### src/core_status_pkg.sv
// Constants shared by the core status, counter control and return stack logic.
// Assumes a single 50 MHz core clock and a 32-bit Avalon-MM register port.
`default_nettype none

package core_status_pkg;

  // Register indexes; the byte address on the bus is four times the index.
  localparam logic [4:0] counter_control_idx    = 5'h05;
  localparam logic [4:0] cpu_status_control_idx = 5'h06;
  localparam logic [6:0] counter_control_addr    = 7'h14;
  localparam logic [6:0] cpu_status_control_addr = 7'h18;

  // Status register field positions.
  localparam int stack_space_bit   = 5;
  localparam int global_mask_bit   = 4;
  localparam int wdt_expiry_bit    = 3;
  localparam int sleep_entered_bit = 2;
  localparam int power_on_bit      = 1;
  localparam int brownout_bit      = 0;

  // Counter control field positions.
  localparam int ext_edge_bit    = 7;
  localparam int count_edge_bit  = 6;
  localparam int count_src_bit   = 5;
  localparam int prescale_hi_bit = 4;
  localparam int prescale_lo_bit = 1;

  // Reset values and write masks.
  localparam logic [7:0] counter_control_rst = 8'h00;
  localparam logic       global_mask_rst     = 1'b1;
  localparam logic [7:0] cpu_status_wmask    = 8'h13;
  localparam logic [7:0] counter_control_wmask = 8'hfe;

  // Return stack geometry.
  localparam int stack_depth = 16;
  localparam int stack_width = 16;
  localparam logic [3:0] stack_top_ptr = 4'hf;
  localparam logic [3:0] stack_rst_ptr = 4'h0;

  // Largest prescale exponent, giving 1:256.
  localparam logic [3:0] prescale_max_exp = 4'h8;

endpackage : core_status_pkg

`default_nettype wire

### src/pin_edge_detect.sv
// Two-stage synchroniser with a selectable edge detector for one pin.
// Assumes the pin is asynchronous to mclk; emits a one-cycle pulse.
`default_nettype none

module pin_edge_detect (
  // Clock and reset.
  input  wire logic mclk,
  input  wire logic rstn,
  // Pin and edge choice: one picks rising, zero picks falling.
  input  wire logic pin_async,
  input  wire logic rising_sel,
  // Detected edge.
  output logic      edge_pulse
);

  logic sync1_reg;
  logic sync2_reg;
  logic prev_reg;
  logic pulse_reg;
  logic rise_w;
  logic fall_w;

  // Only the second stage and later are looked at, to keep metastability out.
  always_ff @(posedge mclk or negedge rstn) begin
    if (!rstn) begin
      sync1_reg <= 1'b0;
      sync2_reg <= 1'b0;
      prev_reg  <= 1'b0;
      pulse_reg <= 1'b0;
    end else begin
      sync1_reg <= pin_async;
      sync2_reg <= sync1_reg;
      prev_reg  <= sync2_reg;
      pulse_reg <= rising_sel ? rise_w : fall_w;
    end
  end

  assign rise_w     = sync2_reg & ~prev_reg;
  assign fall_w     = ~sync2_reg & prev_reg;
  assign edge_pulse = pulse_reg;

endmodule : pin_edge_detect

`default_nettype wire

### src/return_stack.sv
// Sixteen-entry circular return-address stack with its space flag.
// Assumes push and pop are one-cycle pulses from the instruction sequencer.
`default_nettype none

module return_stack
  import core_status_pkg::*;
(
  // Clock and reset.
  input  wire logic                   mclk,
  input  wire logic                   rstn,
  // Stack operations.
  input  wire logic                   push,
  input  wire logic [stack_width-1:0] push_data,
  input  wire logic                   pop,
  output logic      [stack_width-1:0] pop_data,
  // Space flag, one while the stack has room.
  output logic                        space_flag
);

  logic [stack_width-1:0] mem [stack_depth];
  logic [3:0]             ptr_reg;
  logic [3:0]             ptr_up;
  logic [3:0]             ptr_down;
  logic                   locked_reg;
  logic [stack_width-1:0] pop_data_reg;
  logic                   do_push;
  logic                   do_pop;

  // A pop takes priority when both arrive together.
  assign do_pop   = pop;
  assign do_push  = push & ~pop;
  assign ptr_up   = ptr_reg + 4'h1;
  assign ptr_down = ptr_reg - 4'h1;

  // Pointer and lock; a push at the top position wraps and locks the flag.
  always_ff @(posedge mclk or negedge rstn) begin
    if (!rstn) begin
      ptr_reg    <= stack_rst_ptr;
      locked_reg <= 1'b0;
    end else if (do_push) begin
      ptr_reg <= ptr_up;
      if (ptr_reg == stack_top_ptr) begin
        locked_reg <= 1'b1;
      end
    end else if (do_pop) begin
      ptr_reg <= ptr_down;
    end
  end

  // Entries hold no reset; old ones are overwritten in turn once full.
  always_ff @(posedge mclk) begin
    if (do_push) begin
      mem[ptr_up] <= push_data;
    end
  end

  // Popped address is held until the next pop.
  always_ff @(posedge mclk or negedge rstn) begin
    if (!rstn) begin
      pop_data_reg <= '0;
    end else if (do_pop) begin
      pop_data_reg <= mem[ptr_reg];
    end
  end

  // An underflow lands the pointer at the top, which clears the flag.
  assign space_flag = (ptr_reg != stack_top_ptr) & ~locked_reg;
  assign pop_data   = pop_data_reg;

endmodule : return_stack

`default_nettype wire

### src/core_status_and_call_stack.sv
// Core status and control register, counter control register and return stack.
// Assumes the sequencer and reset logic share mclk; pins arrive asynchronously.
`default_nettype none

// Notes on behaviour
// - Software cannot write expiry, sleep or space flags.
// - Status bits seven and six read zero.
// - Space flag reads one while stack has room.
// - Global mask set blocks every interrupt source.
// - Expiry flag set by power-up, clear, sleep; timeout clears.
// - Sleep flag set by power-up and clear; sleep clears.
// - Power-on flag cleared by power-on reset or a software write of zero.
// - Brown-out flag cleared on brown-out when enabled.
// - External interrupt edge select: one rising, zero falling.
// - Count edge select applies only to external source.
// - Source select: one internal cycle, zero pin.
// - Prescale divides by two to code; 1xxx is 256.
// - Sixteen by sixteen stack, pointer hidden from software.
// - Push on subroutine jumps and interrupt acknowledge.
// - Pop on returns; high latch left untouched.
// - Every reset zeroes pointer and sets space flag.
// - Pointer at top clears flag; wrap locks it.
// - Pop first, then push, locks flag clear.
// - Stack is circular; extra pushes overwrite oldest.
// - No underflow flag beyond the space flag.
module core_status_and_call_stack
  import core_status_pkg::*;
(
  // Clock and reset.
  input  wire logic                   mclk,
  input  wire logic                   rstn,
  // Avalon-MM register port.
  input  wire logic [6:0]             avs_address,
  input  wire logic                   avs_read,
  input  wire logic                   avs_write,
  input  wire logic [31:0]            avs_writedata,
  input  wire logic [3:0]             avs_byteenable,
  output logic      [31:0]            avs_readdata,
  output logic                        avs_waitrequest,
  // Reset causes, held by the reset logic until after rstn releases.
  input  wire logic                   por_cause,
  input  wire logic                   bor_cause,
  input  wire logic                   wdt_cause,
  input  wire logic                   brownout_enable_cfg,
  // Sequencer events, one-cycle pulses.
  input  wire logic                   watchdog_clear_instr,
  input  wire logic                   sleep_instr,
  input  wire logic                   watchdog_timeout,
  input  wire logic                   push_req,
  input  wire logic [stack_width-1:0] push_pc,
  input  wire logic                   pop_req,
  output logic      [stack_width-1:0] pop_pc,
  // Interrupt gating.
  input  wire logic                   irq_request,
  output logic                        irq_to_core,
  output logic                        global_irq_mask,
  // Pins and counter enables.
  input  wire logic                   ext_irq_pin,
  input  wire logic                   count_clock_pin,
  input  wire logic                   instr_cycle_en,
  output logic                        ext_irq_edge,
  output logic                        count_edge_flag,
  output logic                        count_tick
);

  ////////////////////////////////////////////////////////////////////////////
  // Bus decode.

  // Bus path signals.
  logic       ack_reg;
  logic       req_w;
  logic       wr_fire;
  logic       rd_take;
  logic       hit_cc;
  logic       hit_cs;
  logic       lane0_wr;
  logic [7:0] wbyte;
  logic [31:0] readdata_reg;
  logic [31:0] rd_mux;

  // One wait cycle per access keeps the read path fully registered.
  assign req_w           = avs_read | avs_write;
  assign avs_waitrequest = req_w & ~ack_reg;
  assign wr_fire         = avs_write & ack_reg;
  assign rd_take         = avs_read & ~ack_reg;

  // Address and lane decode.
  assign hit_cc          = (avs_address == counter_control_addr);
  assign hit_cs          = (avs_address == cpu_status_control_addr);
  assign lane0_wr        = wr_fire & avs_byteenable[0];
  assign wbyte           = avs_writedata[7:0];

  // Handshake state; the ack lasts one cycle,
  // so every request completes exactly once.
  always_ff @(posedge mclk or negedge rstn) begin
    if (!rstn) begin
      ack_reg <= 1'b0;
    end else begin
      ack_reg <= req_w & ~ack_reg;
    end
  end

  ////////////////////////////////////////////////////////////////////////////
  // Reset cause capture.

  // Release marker.
  logic started_reg;
  logic capture_w;

  // The cause levels are caught on every edge under reset and again on the first edge after release.
  always_ff @(posedge mclk or negedge rstn) begin
    if (!rstn) begin
      started_reg <= 1'b0;
    end else begin
      started_reg <= 1'b1;
    end
  end

  // High under reset and for one cycle after release.
  assign capture_w = ~started_reg;

  ////////////////////////////////////////////////////////////////////////////
  // Status register.

  // Status fields, one flop each except the space flag, which comes from the stack.
  logic global_mask_reg;
  logic wdt_expiry_reg;
  logic sleep_entered_reg;
  logic power_on_reg;
  logic brownout_reg;
  logic stack_space_flag;
  logic cs_wr;
  logic [7:0] cs_view;

  // Lane zero carries the data.
  assign cs_wr = lane0_wr & hit_cs;

  // The mask is plain control state and returns to its disabled value on reset.
  always_ff @(posedge mclk or negedge rstn) begin
    if (!rstn) begin
      global_mask_reg <= global_mask_rst;
    end else if (cs_wr) begin
      global_mask_reg <= wbyte[global_mask_bit];
    end
  end

  // Expiry and sleep flags must survive a watchdog reset, so they carry no
  // asynchronous reset; the captured cause decides their value instead.
  always_ff @(posedge mclk) begin
    if (capture_w && por_cause) begin
      wdt_expiry_reg    <= 1'b1;
      sleep_entered_reg <= 1'b1;
    end else if (capture_w && wdt_cause) begin
      wdt_expiry_reg    <= 1'b0;
    end else begin
      // Software writes never reach these flags.
      // Clear beats sleep, sleep beats timeout.
      if (watchdog_clear_instr) begin
        wdt_expiry_reg    <= 1'b1;
        sleep_entered_reg <= 1'b1;
      end else if (sleep_instr) begin
        wdt_expiry_reg    <= 1'b1;
        sleep_entered_reg <= 1'b0;
      end else if (watchdog_timeout) begin
        wdt_expiry_reg    <= 1'b0;
      end
    end
  end

  // Reset-cause flags keep their value across other resets.
  always_ff @(posedge mclk) begin
    if (capture_w && por_cause) begin
      power_on_reg <= 1'b0;
    end else if (cs_wr) begin
      power_on_reg <= wbyte[power_on_bit];
    end
    // Only while detection is enabled.
    if (capture_w && bor_cause && brownout_enable_cfg) begin
      brownout_reg <= 1'b0;
    end else if (cs_wr) begin
      brownout_reg <= wbyte[brownout_bit];
    end
  end

  // Assembled view; top two bits are not implemented.
  always_comb begin
    cs_view                    = 8'h00;
    cs_view[stack_space_bit]   = stack_space_flag;
    cs_view[global_mask_bit]   = global_mask_reg;
    cs_view[wdt_expiry_bit]    = wdt_expiry_reg;
    cs_view[sleep_entered_bit] = sleep_entered_reg;
    cs_view[power_on_bit]      = power_on_reg;
    cs_view[brownout_bit]      = brownout_reg;
  end

  // The mask overrides every individually enabled source.
  assign global_irq_mask = global_mask_reg;
  assign irq_to_core     = irq_request & ~global_mask_reg;

  ////////////////////////////////////////////////////////////////////////////
  // Counter control register.

  // Stored byte and its fields.
  logic [7:0] cc_reg;
  logic       cc_wr;
  logic       ext_edge_sel;
  logic       count_edge_sel;
  logic       count_source_sel;
  logic [3:0] prescale_sel;

  // Other lanes are ignored.
  assign cc_wr = lane0_wr & hit_cc;

  // Bit zero is unimplemented and stays zero.
  always_ff @(posedge mclk or negedge rstn) begin
    if (!rstn) begin
      cc_reg <= counter_control_rst;
    end else if (cc_wr) begin
      cc_reg <= wbyte & counter_control_wmask;
    end
  end

  // Decoded control fields.
  assign ext_edge_sel     = cc_reg[ext_edge_bit];
  assign count_edge_sel   = cc_reg[count_edge_bit];
  assign count_source_sel = cc_reg[count_src_bit];
  assign prescale_sel     = cc_reg[prescale_hi_bit:prescale_lo_bit];

  ////////////////////////////////////////////////////////////////////////////
  // Pin edges.

  // Pulse before the source gate.
  logic count_pin_edge;

  // External interrupt pin, edge chosen by software.
  pin_edge_detect ext_irq_det (
    .mclk       (mclk),
    .rstn       (rstn),
    .pin_async  (ext_irq_pin),
    .rising_sel (ext_edge_sel),
    .edge_pulse (ext_irq_edge)
  );

  // Count clock pin, edge chosen by software.
  pin_edge_detect count_pin_det (
    .mclk       (mclk),
    .rstn       (rstn),
    .pin_async  (count_clock_pin),
    .rising_sel (count_edge_sel),
    .edge_pulse (count_pin_edge)
  );

  // With the internal source the pin edge is ignored altogether.
  assign count_edge_flag = count_pin_edge & ~count_source_sel;

  ////////////////////////////////////////////////////////////////////////////
  // Prescaler.

  // Divider state.
  logic       src_event;
  logic [3:0] exp_w;
  logic [7:0] limit_w;
  logic [7:0] pre_cnt_reg;
  logic       tick_reg;

  // Source and terminal count.
  assign src_event = count_source_sel ? instr_cycle_en : count_edge_flag;
  assign exp_w     = prescale_sel[3] ? prescale_max_exp : prescale_sel;
  assign limit_w   = 8'((9'h001 << exp_w) - 9'h001);

  // Restarting on a control write avoids a stale count under a new ratio.
  always_ff @(posedge mclk or negedge rstn) begin
    if (!rstn) begin
      pre_cnt_reg <= 8'h00;
      tick_reg    <= 1'b0;
    end else if (cc_wr) begin
      pre_cnt_reg <= 8'h00;
      tick_reg    <= 1'b0;
    end else if (src_event) begin
      if (pre_cnt_reg >= limit_w) begin
        pre_cnt_reg <= 8'h00;
        tick_reg    <= 1'b1;
      end else begin
        pre_cnt_reg <= pre_cnt_reg + 8'h01;
        tick_reg    <= 1'b0;
      end
    end else begin
      tick_reg <= 1'b0;
    end
  end

  // Feeds the counter datapath.
  assign count_tick = tick_reg;

  ////////////////////////////////////////////////////////////////////////////
  // Return stack; its pointer has no bus path.

  // Requests go straight through.
  return_stack stack_u (
    .mclk       (mclk),
    .rstn       (rstn),
    .push       (push_req),
    .push_data  (push_pc),
    .pop        (pop_req),
    .pop_data   (pop_pc),
    .space_flag (stack_space_flag)
  );

  ////////////////////////////////////////////////////////////////////////////
  // Read data.

  // Unmapped addresses read zero and ignore writes.
  always_comb begin
    if (hit_cs) begin
      rd_mux = {24'h000000, cs_view};
    end else if (hit_cc) begin
      rd_mux = {24'h000000, cc_reg};
    end else begin
      rd_mux = 32'h00000000;
    end
  end

  // Captured in the wait cycle so it stands at the completing edge.
  always_ff @(posedge mclk or negedge rstn) begin
    if (!rstn) begin
      readdata_reg <= 32'h00000000;
    end else if (rd_take) begin
      readdata_reg <= rd_mux;
    end
  end

  // Output from a flip-flop.
  assign avs_readdata = readdata_reg;

endmodule : core_status_and_call_stack

`default_nettype wire

### config.mk
export PLATFORM = sky130hd
export DESIGN_NAME = core_status_and_call_stack
export DESIGN_NICKNAME = d
export VERILOG_FILES = /design/src/core_status_pkg.sv /design/src/pin_edge_detect.sv /design/src/return_stack.sv /design/src/core_status_and_call_stack.sv
export SDC_FILE = /design/constraint.sdc
export NUM_CORES = 1
export LEC_CHECK = 0
export BUFFER_PORTS_ARGS = -buffer_cell sky130_fd_sc_hd__buf_4
export CORE_ASPECT_RATIO = 2
export CORE_MARGIN = 2
export CORE_UTILIZATION = 56
export CTS_BUF_LIST = sky130_fd_sc_hd__clkbuf_8
export CTS_CLUSTER_SIZE = 40
export DETAILED_ROUTE_END_ITERATION = 16
export GPL_ROUTABILITY_DRIVEN = 0
export HOLD_SLACK_MARGIN = 0.08
export PLACE_DENSITY = 0.75
export RECOVER_POWER = 100
export SLEW_MARGIN = 20
export SYNTH_ARGS = -nofsm -noshare
export SYNTH_HDL_FRONTEND = slang
export SYNTH_SLANG_ARGS = --single-unit
### constraint.sdc
create_clock -name mclk -period 4.9 [get_ports mclk]
set_clock_uncertainty 0.2 [all_clocks]
set_input_delay 0 -clock mclk [delete_from_list [all_inputs] [get_ports mclk]]
set_output_delay 0 -clock mclk [all_outputs]
set_load 0.01 [all_outputs]
==> metrics.log <==
[metrics] result of the run: finished with violations
[metrics] violated checks: capacitance limit, slew limit
[metrics] family of cells with the greatest summed delay on the critical path: flip-flops
[metrics] number of gates given a new drive strength after cts: 0
[metrics] category of the most critical setup path: reg2reg
[metrics] count of routing violations after the opening detailed-route iteration: 529
[metrics] Largest register FFs: 256
[metrics] post-placement setup slack: 1280 ps
[metrics] number of distinct library cells after synthesis: 51
[metrics] Worst-path clk slew: 70 ps
[metrics] average instance area after synthesis: 17.3 um2
[metrics] xor/xnor cell area share of the yosys netlist: 0.273%
[metrics] Die Area: 24300 um2
[metrics] hold-critical path depth: 0
[metrics] Row Count: 78
[metrics] crit path cell chain: ha_1 > inv_1 > o21ai_0 > a22oi_1 > nor2_1 > clkbuf_1
[metrics] crit path launch type: flip-flop
[metrics] Worst slew margin: -20.0%
[metrics] detailed-route wire length: 29.6 mm
[metrics] number of global-route vias before repair: 7978
[metrics] synthesis-to-finish area growth: 17.4%
[metrics] element type at the critical path end: flip-flop
[metrics] final layout net count: 1024
[metrics] TritonCTS clock tree: yes
[metrics] half-perimeter wire length after placement: 17.6 mm
[metrics] maximum resistive drop on vdd: 0.000272 V
[metrics] boundary pin count: 130
[metrics] wire length of the first global-routing pass: 45.0 mm
[metrics] power density over the cells: 480 nW/um2
[metrics] number of antenna violations at the first check in global routing: 0
[metrics] H-tree Lvls: 2
[metrics] Required @ worst endpoint: 4860 ps
[metrics] Worst Path Max Fanout: 34
[metrics] Synth area leaders: sky130_fd_sc_hd__edfxtp_1 60%, sky130_fd_sc_hd__mux4_2 11%, sky130_fd_sc_hd__dfrtp_1 11%
[metrics] path category of the worst min-delay check: reg2reg
[metrics] worst slack on hold paths: 152 ps
[metrics] Max Cap Violations: 1
[metrics] remaining global-route overflow: 0
[metrics] maximum number of pins on one net before global-route repair: 56
[metrics] vertical die dimension: 218 um
[metrics] slew of the pin with the lowest slew margin: 1800 ps
[metrics] Final Cycle Share: 83.2%
[metrics] Initial Utilization: 56.8%
[metrics] mux share of post-synthesis cell area: 13.3%
[metrics] setup_tns: 0 ps
[metrics] adder and majority cell fraction of the synthesized area: 1.56%
[metrics] final slew viol count: 39
[metrics] WP buf/inv: 2
[metrics] final core utilization: 66.7%
[metrics] port buffer count: 78
[metrics] share of the yosys chip area belonging to registers: 71.3%
[metrics] number of design rule violations left after detail routing: 0
[metrics] Max Fclk: 245 MHz
[metrics] minimum clock period: 4080 ps
[metrics] maximum buffer depth of the clock tree: 3
[metrics] Finished Layout Cells: 1246
[metrics] Slowest cell on crit path: sky130_fd_sc_hd__dfrtp_2
[metrics] fraction of the mapped netlist area in simple logic gates: 5.31%
[metrics] Total Routing Usage GR: 24.8%
[metrics] DRT Pass-1 Iters: 7
[metrics] cells after synthesis: 742
[metrics] leakage component of the power: 5.43 nW
[metrics] x dimension of the die: 111 um
[metrics] Antenna Nets Post-Route: 0
[metrics] Compound-Gate Fraction of Synth Area: 4.55%
[metrics] worst reg2reg path depth: 6
[metrics] CTS buffer count: 43
[metrics] hold violation total from the final report: 0
[metrics] share of Yosys cell area claimed by the top area cell type: 59.8%
[metrics] leading cell types by count after synthesis: 256 x sky130_fd_sc_hd__edfxtp_1, 65 x sky130_fd_sc_hd__nand2_1, 64 x sky130_fd_sc_hd__mux4_2
[metrics] via count: 7450
[metrics] setup repair after global routing missed its margin: false
[metrics] clock latency on the worst-skew pair: 550 ps
[metrics] clock sink count: 316
[metrics] Inserted Diodes: 0
[metrics] Async S/R FF share, synth: 17.7%
[metrics] cell taking the most area after synthesis: sky130_fd_sc_hd__edfxtp_1
[metrics] data arrival time of the worst path: 4030 ps
[metrics] most common cell in the synthesized netlist: sky130_fd_sc_hd__edfxtp_1
[metrics] total placed cells including tap cells: 1084
[metrics] Synthesis Warnings: 0
[metrics] area of the mapped netlist: 12900 um2
[metrics] Post-synth EDFFs: 256
[metrics] fraction of final layout cells with drive strength greater than 1: 17.8%
[metrics] core area: 22600 um2
[metrics] combinational family with the most area after synthesis: multiplexers
[metrics] top flip-flop cell by instance count after synthesis: sky130_fd_sc_hd__edfxtp_1
[metrics] WL/cell: 23.8 um
[metrics] flip-flop and latch count after synthesis: 316
[metrics] delay of the slowest critical-path stage: 1090 ps
[metrics] per-cell via count in the routed design: 5.98
[metrics] minimum setup slack in the final design: 823 ps
[metrics] critical path depth in cells: 6
[metrics] total setup violations reported at the end of the flow: 0
[metrics] Root Buffer Master: sky130_fd_sc_hd__clkbuf_8
==> layout make-up <==
class / instances / area [um2]
Sequential cell: 316 / 9170
Tap cell: 280 / 350
Clock inverter: 32 / 223
Clock buffer: 47 / 647
Multi-Input combinational cell: 374 / 3280
Inverter: 14 / 52.6
Fill cell: 1545 / 7550
Timing Repair Buffer: 183 / 1370
==> power breakdown <==
part / leakage, nW / switching [W] / internal, W
registers: 3.02 / 0.000279 / 0.00314
logic: 1.92 / 0.000969 / 0.000845
clock network: 0.490 / 0.000954 / 0.00105
==> metrics by stage <==
stage	area (um2)	power [W]
2_1_floorplan	12900	0.00473
3_3_place_gp	13600	0.00522
3_5_place_dp	13600	0.00531
4_1_cts	15400	0.00735
5_1_grt	15100	0.00756
6_report	15100	0.00724
==> metal layers <==
layer  up-vias  track usage [%]  part of all wire [%]  routed length (um)
li1       3236                -                     -                   -
met1      3751             25.6                    33                9880
met2       332             46.8                    55               16300
met3       131             3.66                   5.3                1570
met4         0             15.1                   6.4                1890
met5         -                0                     0                   0
==> repair_timing <==
action / in CTS / in global routing
setup buffers: 0 / 0
hold buffers: 83 / 0
endpoints found under the hold margin: 377 / 0
==> kinds of logic (layout without fill, tap and decap cells) <==
family                     after synthesis  in the layout
AOI/OAI and AO/OA                       92             92
xor gates and xnor gates                 4              4
adders and majority gates               16             16
buffers and inverters                   75            276
DFF                                    316            316
muxes                                   90             90
other                                    2             25
and+or+nand+nor                        147            147
==> path summary, 6_finish.rpt <==
kind,startpoint,end,slack [ps]
max,stack_u.ptr_reg[1],stack_u.mem[7][15],820
min reg2reg,ext_irq_det.sync1_reg,ext_irq_det.sync2_reg,150
max in group asynchronous,rstn,stack_u.ptr_reg[2],3700
min in group asynchronous,rstn,global_irq_mask,460
min,ext_irq_det.sync1_reg,ext_irq_det.sync2_reg,150
max reg2reg,stack_u.ptr_reg[1],stack_u.mem[7][15],820
==> worst register-to-register path, stage by stage, from the launching register on <==
cell and delay, ps:
sky130_fd_sc_hd__dfrtp_2 1090, sky130_fd_sc_hd__ha_1 470, sky130_fd_sc_hd__inv_1 110, sky130_fd_sc_hd__o21ai_0 300
sky130_fd_sc_hd__a22oi_1 220, sky130_fd_sc_hd__nor2_1 380, sky130_fd_sc_hd__clkbuf_1 920
==> cell usage in the layout (no fill, tap or decap), types with 9 or more instances in the layout <==
cell type / Yosys / final
sky130_fd_sc_hd__inv_1: 13 / 29
sky130_fd_sc_hd__a21oi_1: 15 / 15
sky130_fd_sc_hd__dfrtp_1: 55 / 53
sky130_fd_sc_hd__edfxtp_1: 256 / 256
sky130_fd_sc_hd__clkbuf_1: 17 / 61
sky130_fd_sc_hd__conb_1: 2 / 25
sky130_fd_sc_hd__nand2_1: 65 / 65
sky130_fd_sc_hd__o21ai_0: 16 / 16
sky130_fd_sc_hd__mux4_2: 64 / 64
sky130_fd_sc_hd__clkbuf_8: 0 / 47
sky130_fd_sc_hd__o22ai_1: 17 / 17
sky130_fd_sc_hd__mux2i_1: 18 / 18
sky130_fd_sc_hd__a31oi_1: 18 / 18
sky130_fd_sc_hd__ha_1: 16 / 16
sky130_fd_sc_hd__dlygate4sd3_1: 0 / 82
sky130_fd_sc_hd__buf_4: 28 / 33
sky130_fd_sc_hd__nand3_1: 9 / 9
sky130_fd_sc_hd__nor2_1: 39 / 41
Note: power is estimated with default switching activity, not from simulation.
